==> config.mk <==
export PLATFORM = sky130hd
export DESIGN_NAME = wdog_top
export DESIGN_NICKNAME = d
export VERILOG_FILES = /design/src/design/wdog_pkg.sv /design/src/design/wdog_prescaler.sv /design/src/design/wdog_timeout.sv /design/src/design/wdog_top.sv
export SDC_FILE = /design/constraint.sdc
export NUM_CORES = 1
export LEC_CHECK = 0
export ABC_AREA = 1
export BUFFER_PORTS_ARGS = -buffer_cell sky130_fd_sc_hd__buf_2
export CAP_MARGIN = 20
export CORE_ASPECT_RATIO = 2
export CORE_MARGIN = 3
export CORE_UTILIZATION = 45
export DETAILED_ROUTE_END_ITERATION = 10
export PLACE_DENSITY = 0.72
export REMOVE_ABC_BUFFERS = 1
export SLEW_MARGIN = 20
export SYNTH_ARGS = -nofsm -noshare
export SYNTH_HDL_FRONTEND = slang
export SYNTH_HIERARCHICAL = 1
export SYNTH_SLANG_ARGS = --single-unit
==> constraint.sdc <==
create_clock -name SYS_CLK -period 1.73 [get_ports SYS_CLK]
set_clock_uncertainty 0.05 [all_clocks]
set_input_delay 0.346 -clock SYS_CLK [delete_from_list [all_inputs] [get_ports SYS_CLK]]
set_output_delay 0.346 -clock SYS_CLK [all_outputs]
set_load 0.005 [all_outputs]
==> src/design/wdog_pkg.sv <==
package wdog_pkg;

  // ==========================================================================
  // Register map
  localparam logic [31:0] SERVICE_ADDR = 32'h0000_0017;
  localparam logic [31:0] SERVICE_IDX = 32'h0000_0017;
  localparam logic [31:0] CTRL_IDX = 32'h0000_0016;
  localparam logic [31:0] MODE_IDX = 32'h0000_0018;
  localparam logic [31:0] STATUS_IDX = 32'h0000_0019;
  localparam logic [11:0] SERVICE_OFS = 12'h05C;
  localparam logic [11:0] CTRL_OFS = 12'h058;
  localparam logic [11:0] MODE_OFS = 12'h060;
  localparam logic [11:0] STATUS_OFS = 12'h064;

  // ==========================================================================
  // Control register fields
  localparam int RATE_LSB = 0;
  localparam int SUPPRESS_BIT = 3;
  localparam int FORCE_BIT = 4;
  localparam int WAIT_HALT_BIT = 5;
  localparam int DEBUG_HALT_BIT = 6;
  localparam logic [7:0] CTRL_RESET = 8'h00;

  // ==========================================================================
  // Service keys and timing
  localparam logic [7:0] KEY_FIRST = 8'h55;
  localparam logic [7:0] KEY_SECOND = 8'hAA;
  localparam int PRESCALE_LOG2 = 13;
  localparam logic [2:0] RATE_OFF = 3'h0;

  typedef struct packed {
    logic debug_mode_halt;
    logic wait_mode_halt;
    logic force_wdog_test_reset;
    logic reset_suppress;
    logic [2:0] wdog_rate_sel;
  } wdog_ctrl_t;

  typedef enum logic [1:0] {
    KEY_IDLE = 2'b00,
    KEY_ARMED = 2'b01
  } key_state_t;

endpackage : wdog_pkg

==> src/design/wdog_prescaler.sv <==
`timescale 1ns/1ps
// ============================================================================
// Free-running prescaler: one-cycle tick every 2**LOG2 enabled clocks.
module wdog_prescaler #(
  parameter int LOG2 = 13
) (
  // Clock and reset
  input wire logic clk,
  input wire logic rst_n,
  // Control
  input wire logic run,
  output logic tick
);
  logic [LOG2-1:0] count;
  wire logic wrap = run && (count == {LOG2{1'b1}});

  always_ff @(posedge clk) begin
    if (!rst_n) begin
      count <= '0;
      tick <= 1'b0;
    end else begin
      if (run) begin
        count <= count + 1'b1;
      end
      tick <= wrap;
    end
  end
endmodule : wdog_prescaler

==> src/design/wdog_timeout.sv <==
`timescale 1ns/1ps
// ============================================================================
// Timeout counter clocked by prescaler ticks; expire is a one-cycle pulse.
module wdog_timeout
  import wdog_pkg::*;
#(
  parameter int WIDTH = 10
) (
  // Clock and reset
  input wire logic clk,
  input wire logic rst_n,
  // Control
  input wire logic tick,
  input wire logic restart,
  input wire logic [2:0] rate,
  output logic expire
);
  logic [WIDTH-1:0] count;
  logic [WIDTH-1:0] limit;

  // Total divisor 2^13 times 1,4,16,64,256,512,1024.
  always_comb begin
    case (rate)
      3'h1: limit = WIDTH'(0);
      3'h2: limit = WIDTH'(3);
      3'h3: limit = WIDTH'(15);
      3'h4: limit = WIDTH'(63);
      3'h5: limit = WIDTH'(255);
      3'h6: limit = WIDTH'(511);
      3'h7: limit = WIDTH'(1023);
      default: limit = '0;
    endcase
  end

  wire logic hit = tick && (rate != RATE_OFF) && (count >= limit);

  always_ff @(posedge clk) begin
    if (!rst_n) begin
      count <= '0;
      expire <= 1'b0;
    end else begin
      expire <= hit && !restart;
      if (restart || rate == RATE_OFF || hit) begin
        count <= '0;
      end else if (tick) begin
        count <= count + 1'b1;
      end
    end
  end
endmodule : wdog_timeout

==> src/design/wdog_top.sv <==
`timescale 1ns/1ps
// How it works
// With the force-test bit set and the watchdog on, a timeout resets via the test path.
// The force-test bit does nothing while the reset-suppress bit is set.
// The reset-suppress bit blocks watchdog and clock-monitor resets.
// Force-test and reset-suppress bits are writable only in special mode.
// The rate field takes one write in normal mode and any write in special mode.
// A fixed prescaler divides the module clock by 2^13 before the rate divider.
// Rate 0 is off; 1..7 give total divisors 2^13,15,17,19,21,22,23.
// Software writes 0x55 then 0xAA to the service register to restart the period.
// Other bus traffic between the two key writes does not break the sequence.
// Any other value written to the service register resets at once.
// A timeout without a completed service causes a system reset.
// With the wait-halt bit set the watchdog stops in wait mode.
// With the debug-halt bit set the watchdog stops in background debug mode.
// 0xAA restarts only if the previous service write was 0x55; prescaler runs free.
// The service register reads as zero and stores nothing.
module wdog_top
  import wdog_pkg::*;
(
  // Clock and reset
  input wire logic SYS_CLK,
  input wire logic RST_N,
  // APB slave
  input wire logic PSEL,
  input wire logic PENABLE,
  input wire logic PWRITE,
  input wire logic [11:0] PADDR,
  input wire logic [31:0] PWDATA,
  output logic [31:0] PRDATA,
  output logic PREADY,
  output logic PSLVERR,
  // Chip state
  input wire logic SPECIAL_MODE,
  input wire logic WAIT_MODE,
  input wire logic DEBUG_MODE,
  input wire logic CLOCK_MONITOR_FAIL,
  // Reset requests
  output logic SYSTEM_RESET_REQ,
  output logic TEST_RESET_REQ
);

  // ==========================================================================
  // Bus decode
  wdog_ctrl_t ctrl;
  logic rate_written;
  logic key_armed;
  logic timeout_seen;
  logic bad_key_seen;

  wire logic access = PSEL && PENABLE;
  wire logic wr = access && PWRITE;
  wire logic hit_ctrl = (PADDR == CTRL_OFS);
  wire logic hit_service = (PADDR == SERVICE_OFS);
  wire logic hit_mode = (PADDR == MODE_OFS);
  wire logic hit_status = (PADDR == STATUS_OFS);
  wire logic mapped = hit_ctrl || hit_service || hit_mode || hit_status;
  wire logic [7:0] wbyte = PWDATA[7:0];
  wire logic ctrl_wr = wr && hit_ctrl;
  wire logic service_wr = wr && hit_service;

  // The service register reads back zero; its value is never kept.
  wire logic [31:0] read_mux =
    hit_ctrl ? {25'h0, ctrl} :
    hit_mode ? {29'h0, DEBUG_MODE, WAIT_MODE, SPECIAL_MODE} :
    hit_status ? {29'h0, bad_key_seen, timeout_seen, key_armed} :
    32'h0000_0000;

  // ==========================================================================
  // Control register with mode-dependent write permission
  wire logic rate_ok = SPECIAL_MODE || !rate_written;
  wdog_ctrl_t next_ctrl;
  always_comb begin
    next_ctrl = ctrl;
    if (ctrl_wr) begin
      next_ctrl.wait_mode_halt = wbyte[WAIT_HALT_BIT];
      next_ctrl.debug_mode_halt = wbyte[DEBUG_HALT_BIT];
      if (SPECIAL_MODE) begin
        next_ctrl.force_wdog_test_reset = wbyte[FORCE_BIT];
        next_ctrl.reset_suppress = wbyte[SUPPRESS_BIT];
      end
      if (rate_ok) begin
        next_ctrl.wdog_rate_sel = wbyte[RATE_LSB +: 3];
      end
    end
  end

  always_ff @(posedge SYS_CLK) begin
    if (!RST_N) begin
      ctrl <= wdog_ctrl_t'(CTRL_RESET[$bits(wdog_ctrl_t)-1:0]);
      rate_written <= 1'b0;
    end else begin
      ctrl <= next_ctrl;
      if (ctrl_wr) begin
        rate_written <= 1'b1;
      end
    end
  end

  // ==========================================================================
  // Service key sequence
  // Only service-register writes move the state, so other traffic is harmless.
  wire logic is_first = (wbyte == KEY_FIRST);
  wire logic is_second = (wbyte == KEY_SECOND);
  wire logic bad_key = service_wr && !is_first && !is_second;
  wire logic restart = service_wr && is_second && key_armed;

  key_state_t key_state;
  key_state_t next_key_state;
  always_comb begin
    next_key_state = key_state;
    if (service_wr) begin
      case (key_state)
        KEY_IDLE: next_key_state = is_first ? KEY_ARMED : KEY_IDLE;
        KEY_ARMED: next_key_state = is_first ? KEY_ARMED : KEY_IDLE;
        default: next_key_state = KEY_IDLE;
      endcase
    end
  end
  assign key_armed = (key_state == KEY_ARMED);

  // ==========================================================================
  // Counting chain
  wire logic halted = (WAIT_MODE && ctrl.wait_mode_halt) ||
                      (DEBUG_MODE && ctrl.debug_mode_halt);
  logic tick;
  logic expire;

  // The prescaler is never restarted, so a serviced period may be short.
  wdog_prescaler #(
    .LOG2(PRESCALE_LOG2)
  ) u_prescaler (
    .clk(SYS_CLK),
    .rst_n(RST_N),
    .run(!halted),
    .tick(tick)
  );

  wdog_timeout #(
    .WIDTH(10)
  ) u_timeout (
    .clk(SYS_CLK),
    .rst_n(RST_N),
    .tick(tick),
    .restart(restart),
    .rate(ctrl.wdog_rate_sel),
    .expire(expire)
  );

  // ==========================================================================
  // Reset generation
  wire logic wdog_event = expire || bad_key;
  wire logic suppress = ctrl.reset_suppress;
  wire logic next_sys = !suppress && (wdog_event || CLOCK_MONITOR_FAIL);
  wire logic next_test = !suppress && ctrl.force_wdog_test_reset && expire;

  always_ff @(posedge SYS_CLK) begin
    if (!RST_N) begin
      key_state <= KEY_IDLE;
      PRDATA <= 32'h0000_0000;
      PREADY <= 1'b0;
      PSLVERR <= 1'b0;
      SYSTEM_RESET_REQ <= 1'b0;
      TEST_RESET_REQ <= 1'b0;
      timeout_seen <= 1'b0;
      bad_key_seen <= 1'b0;
    end else begin
      key_state <= next_key_state;
      PREADY <= PSEL && !PENABLE;
      PSLVERR <= PSEL && !PENABLE && !mapped;
      PRDATA <= (PSEL && !PENABLE && !PWRITE) ? read_mux : 32'h0000_0000;
      SYSTEM_RESET_REQ <= next_sys;
      TEST_RESET_REQ <= next_test;
      timeout_seen <= timeout_seen || expire;
      bad_key_seen <= bad_key_seen || bad_key;
    end
  end

endmodule : wdog_top

==> impl_metrics.py <==
metrics = {
    "setup_path": {
        "rr_startpoint": "ctrl[2]$_SDFFE_PN0P_",
        "worstPathMaxFanout": 7,
        "cpMaxStageDelayCell": "dfxtp_4",
        "crit_arrival_ns": 1.83,
        "path_cells": "buf_6, nor2_4, inv_2, ha_4, inv_2, nand2_1, nand2_1, nand2_1, nand3_1, nand3_2, nand2_4, nand2_4, nor2_1",
        "criticalPathCategory": "flop to flop",
        "critical-path-top-cell-by-count": "nand2_1",
        "r2r-end": "u_timeout/count[3]$_SDFFE_PP0P_",
        "critPathRequiredTime_ns": 1.87,
        "end_kind": "flop",
        "cpPeakStageDelay_ns": 0.38,
        "rrSetupSlack_ns": 0.03,
        "crit_path_start_kind": "flop",
        "ff2ff_path_depth": 13,
    },
    "floorplanning": {
        "dieHeight_microns": 117,
        "die-area_sq_mm": 0.00722,
        "start_util": 0.475,
        "fp-row-count": 39,
        "fp.coreArea_sq_mm": 0.00586,
        "num_io_pins": 89,
        "die_w_microns": 61.6,
    },
    "synthesis": {
        "synth-edff-count": 0,
        "ys_ff_latch": 47,
        "synth.area.top_cells": "dfxtp_1 (34%), nand2_1 (11%), nor2_1 (8.9%), inv_1 (8.2%), buf_4 (7.0%)",
        "async_flop_share": 0,
        "synth_top_flop_cell": "dfxtp_1",
        "ys_seq_area_frac": 0.338,
        "yosysUniqueCellTypes": 33,
        "synth_area_per_cell_sq_um": 6.94,
        "yosys_warnings": 6,
        "synth_top_cell_by_area": "dfxtp_1",
        "ys_top_cells_by_count": "nand2_1 (82), nor2_1 (66), inv_1 (61)",
        "yosysMostFrequentCell": "nand2_1",
        "synth_cells": 401,
        "yosysTopAreaCellShare": 0.338,
        "synth_area_sq_mm": 0.00278,
    },
    "power_and_ir_drop": {
        "seqPwrFrac": 0.470,
        "leakagePower_nw": 1.61,
        "swShare": 0.218,
        "clkPwrFrac": 0.465,
        "power_mw": 2.33,
        "p_int_mw": 1.82,
        "powerDensity_mw_per_mm2": 691,
        "p_sw_mw": 0.508,
        "power_frac_comb": 0.065,
        "vdd_drop_max_mv": 0.821,
    },
    "sta": {
        "worstMarginPinSlew_ns": 0.590,
        "hold_ws_ns": 0.221,
        "setup_slack_ns": 0.0349,
        "hold_violations": 0,
        "fmaxAchievable_mhz": 590,
        "fin_crit_sh": 0.980,
        "final.min_clock_period_ns": 1.70,
        "rsz0062_at_grt": "true",
        "finalMaxSlewViolations": 0,
        "tns_ns": 0,
        "max_slew_margin": 0.605,
        "finalSetupViolCount": 0,
    },
    "clocking": {
        "clkLatencyLatePin_ns": 0.29,
        "cts.sinks": 47,
        "cts_inserted_buffers": 5,
        "cts_root_buf": "clkbuf_16",
        "cts.reportedPaths.clkPinSlew_ns": 0.06,
        "clockBufferDepth": 2,
        "cts_tree": "built",
        "cts_htree_levels": 2,
    },
    "routing": {
        "drt_pass1_iterations": 6,
        "viasPerCell": 4.79,
        "ant_nets": 0,
        "route.detailed.drc": 0,
        "via_count": 2498,
        "drt_iter0_markers": 47,
        "wire_per_inst_microns": 11.4,
        "drt_wl_total_microns": 5960,
    },
    "final_layout": {
        "drive_above_1_share": 0.252,
        "nets": 525,
        "stdcell_area_sq_mm": 0.00337,
        "final_cells": 521,
        "antenna_cells": 0,
        "utilization": 0.575,
        "syn_to_final_growth_pct": 21.0,
    },
    "placed_design": {
        "place_ws_ns": -0.106,
        "dp_cells": 512,
        "place_hpwl_microns": 4500,
        "portBuffers": 39,
        "place_congestion": 0.803,
        "place_area_sq_mm": 0.00304,
    },
    "global_routing": {
        "antenna_found_initial": 0,
        "globalRouteTotalUtil": 0.173,
        "grt_max_degree": 15,
        "grt_pass1_vias": 2301,
        "grt_pass1_wl_microns": 9460,
        "grt_overflow_total": 0,
    },
    "status": {
        "status": "finished clean",
    },
    "min_path": {
        "hold_path_class": "primary input to flop",
        "hold_depth": 2,
        "min_from": "PENABLE",
        "min_to": "PREADY$_SDFF_PN0_",
    },
    "run": {
        "drv_cap": 0,
    },
}
==> worst max-delay path by stage <==
stage                              start                              end  slack (ns)  depth (start not counted)
finish              ctrl[2]$_SDFFE_PN0P_  u_timeout/count[3]$_SDFFE_PP0P_        0.03                         13
global route        ctrl[2]$_SDFFE_PN0P_  u_timeout/count[3]$_SDFFE_PP0P_       -0.05                         13
CTS                 ctrl[2]$_SDFFE_PN0P_  u_timeout/count[3]$_SDFFE_PP0P_        0.01                          9
detailed placement              PADDR[7]  u_timeout/count[7]$_SDFFE_PP0P_       -0.11                         13
global placement               PADDR[10]  u_timeout/count[4]$_SDFFE_PP0P_       -0.08                         13
floorplan           ctrl[2]$_SDFFE_PN0P_  u_timeout/count[0]$_SDFFE_PP0P_        0.15                          9
==> power groups by stage <==
stage               logic [mW]  clock network [mW]  registers [mW]
floorplan               0.0724                   0            1.12
global placement         0.147                   0            1.12
detailed placement       0.151                   0            1.12
CTS                      0.151                1.11            1.10
global route             0.175                1.14            1.09
finish                   0.152                1.08            1.09
==> cell usage in the layout (no fill, tap or decap), drive strengths merged <==
| cell | instances |
|---|---|
| nor2b | 1 |
| nor2 | 79 |
| nand4 | 8 |
| inv | 64 |
| nor3 | 7 |
| o21ai | 7 |
| nand3b | 2 |
| ha | 12 |
| clkbuf | 5 |
| xnor2 | 2 |
| nand2 | 90 |
| conb | 25 |
| buf | 54 |
| a21o | 1 |
| o21bai | 3 |
| nand3 | 25 |
| or2 | 1 |
| bufinv | 1 |
| xor2 | 6 |
| dfxtp | 47 |
| a22o | 1 |
| clkinvlp | 1 |
| mux2i | 1 |
| o21a | 1 |
| a21oi | 14 |
| clkinv | 2 |
==> critical path: cells and delay by family, from the launching register on <==
| family | cells | cell delay (ns) |
|---|---|---|
| buffers and inverters | 3 | 0.22 |
| AND/OR/NAND/NOR | 9 | 0.70 |
| flip-flops | 1 | 0.38 |
| adder cells (fa/ha/maj) | 1 | 0.26 |
==> cell families (layout without fill, tap and decap cells) <==
group,Yosys count,count (layout),synth area share
and+or+nand+nor,212,213,0.359
buffers and inverters,93,127,0.165
DFF,47,47,0.338
AOI/OAI and AO/OA,27,27,0.0544
adders and majority gates,12,12,0.0540
xor gates and xnor gates,8,8,0.0252
other,1,25,0.00135
muxes,1,1,0.00360
==> registers in the layout (all words and copies together), names as in the netlist, 6 cells and up <==
signal	count
u_prescaler/count	13
u_timeout/count	10
PRDATA	7
ctrl	6
==> repair_timing <==
item | CTS | global route
hold buffers | 0 | 0
pin swaps | 0 | 4
cloned | 0 | 1
setup buffers | 0 | 1
setup endpoints to repair | 10 | 11
resized for setup | 1 | 34
==> routing by layer <==
layer,share of wire,vias to the layer above,track usage
met1,0.36,1134,0.159
met4,0.016,0,0.0637
met5,0,-,0
met2,0.59,57,0.347
li1,-,1301,-
met3,0.037,6,0.0296
==> area by class of cell <==
class                   instances  area [sq um]
clock buffers                   5           125
clock inverters                 2          37.5
fillers                       565          2490
inverters                      66           249
multi-input cells             286          1610
flip-flops and latches         47           952
well taps                      61          76.3
repair buffers                 54           312
Power figures use the tool's default switching activity.
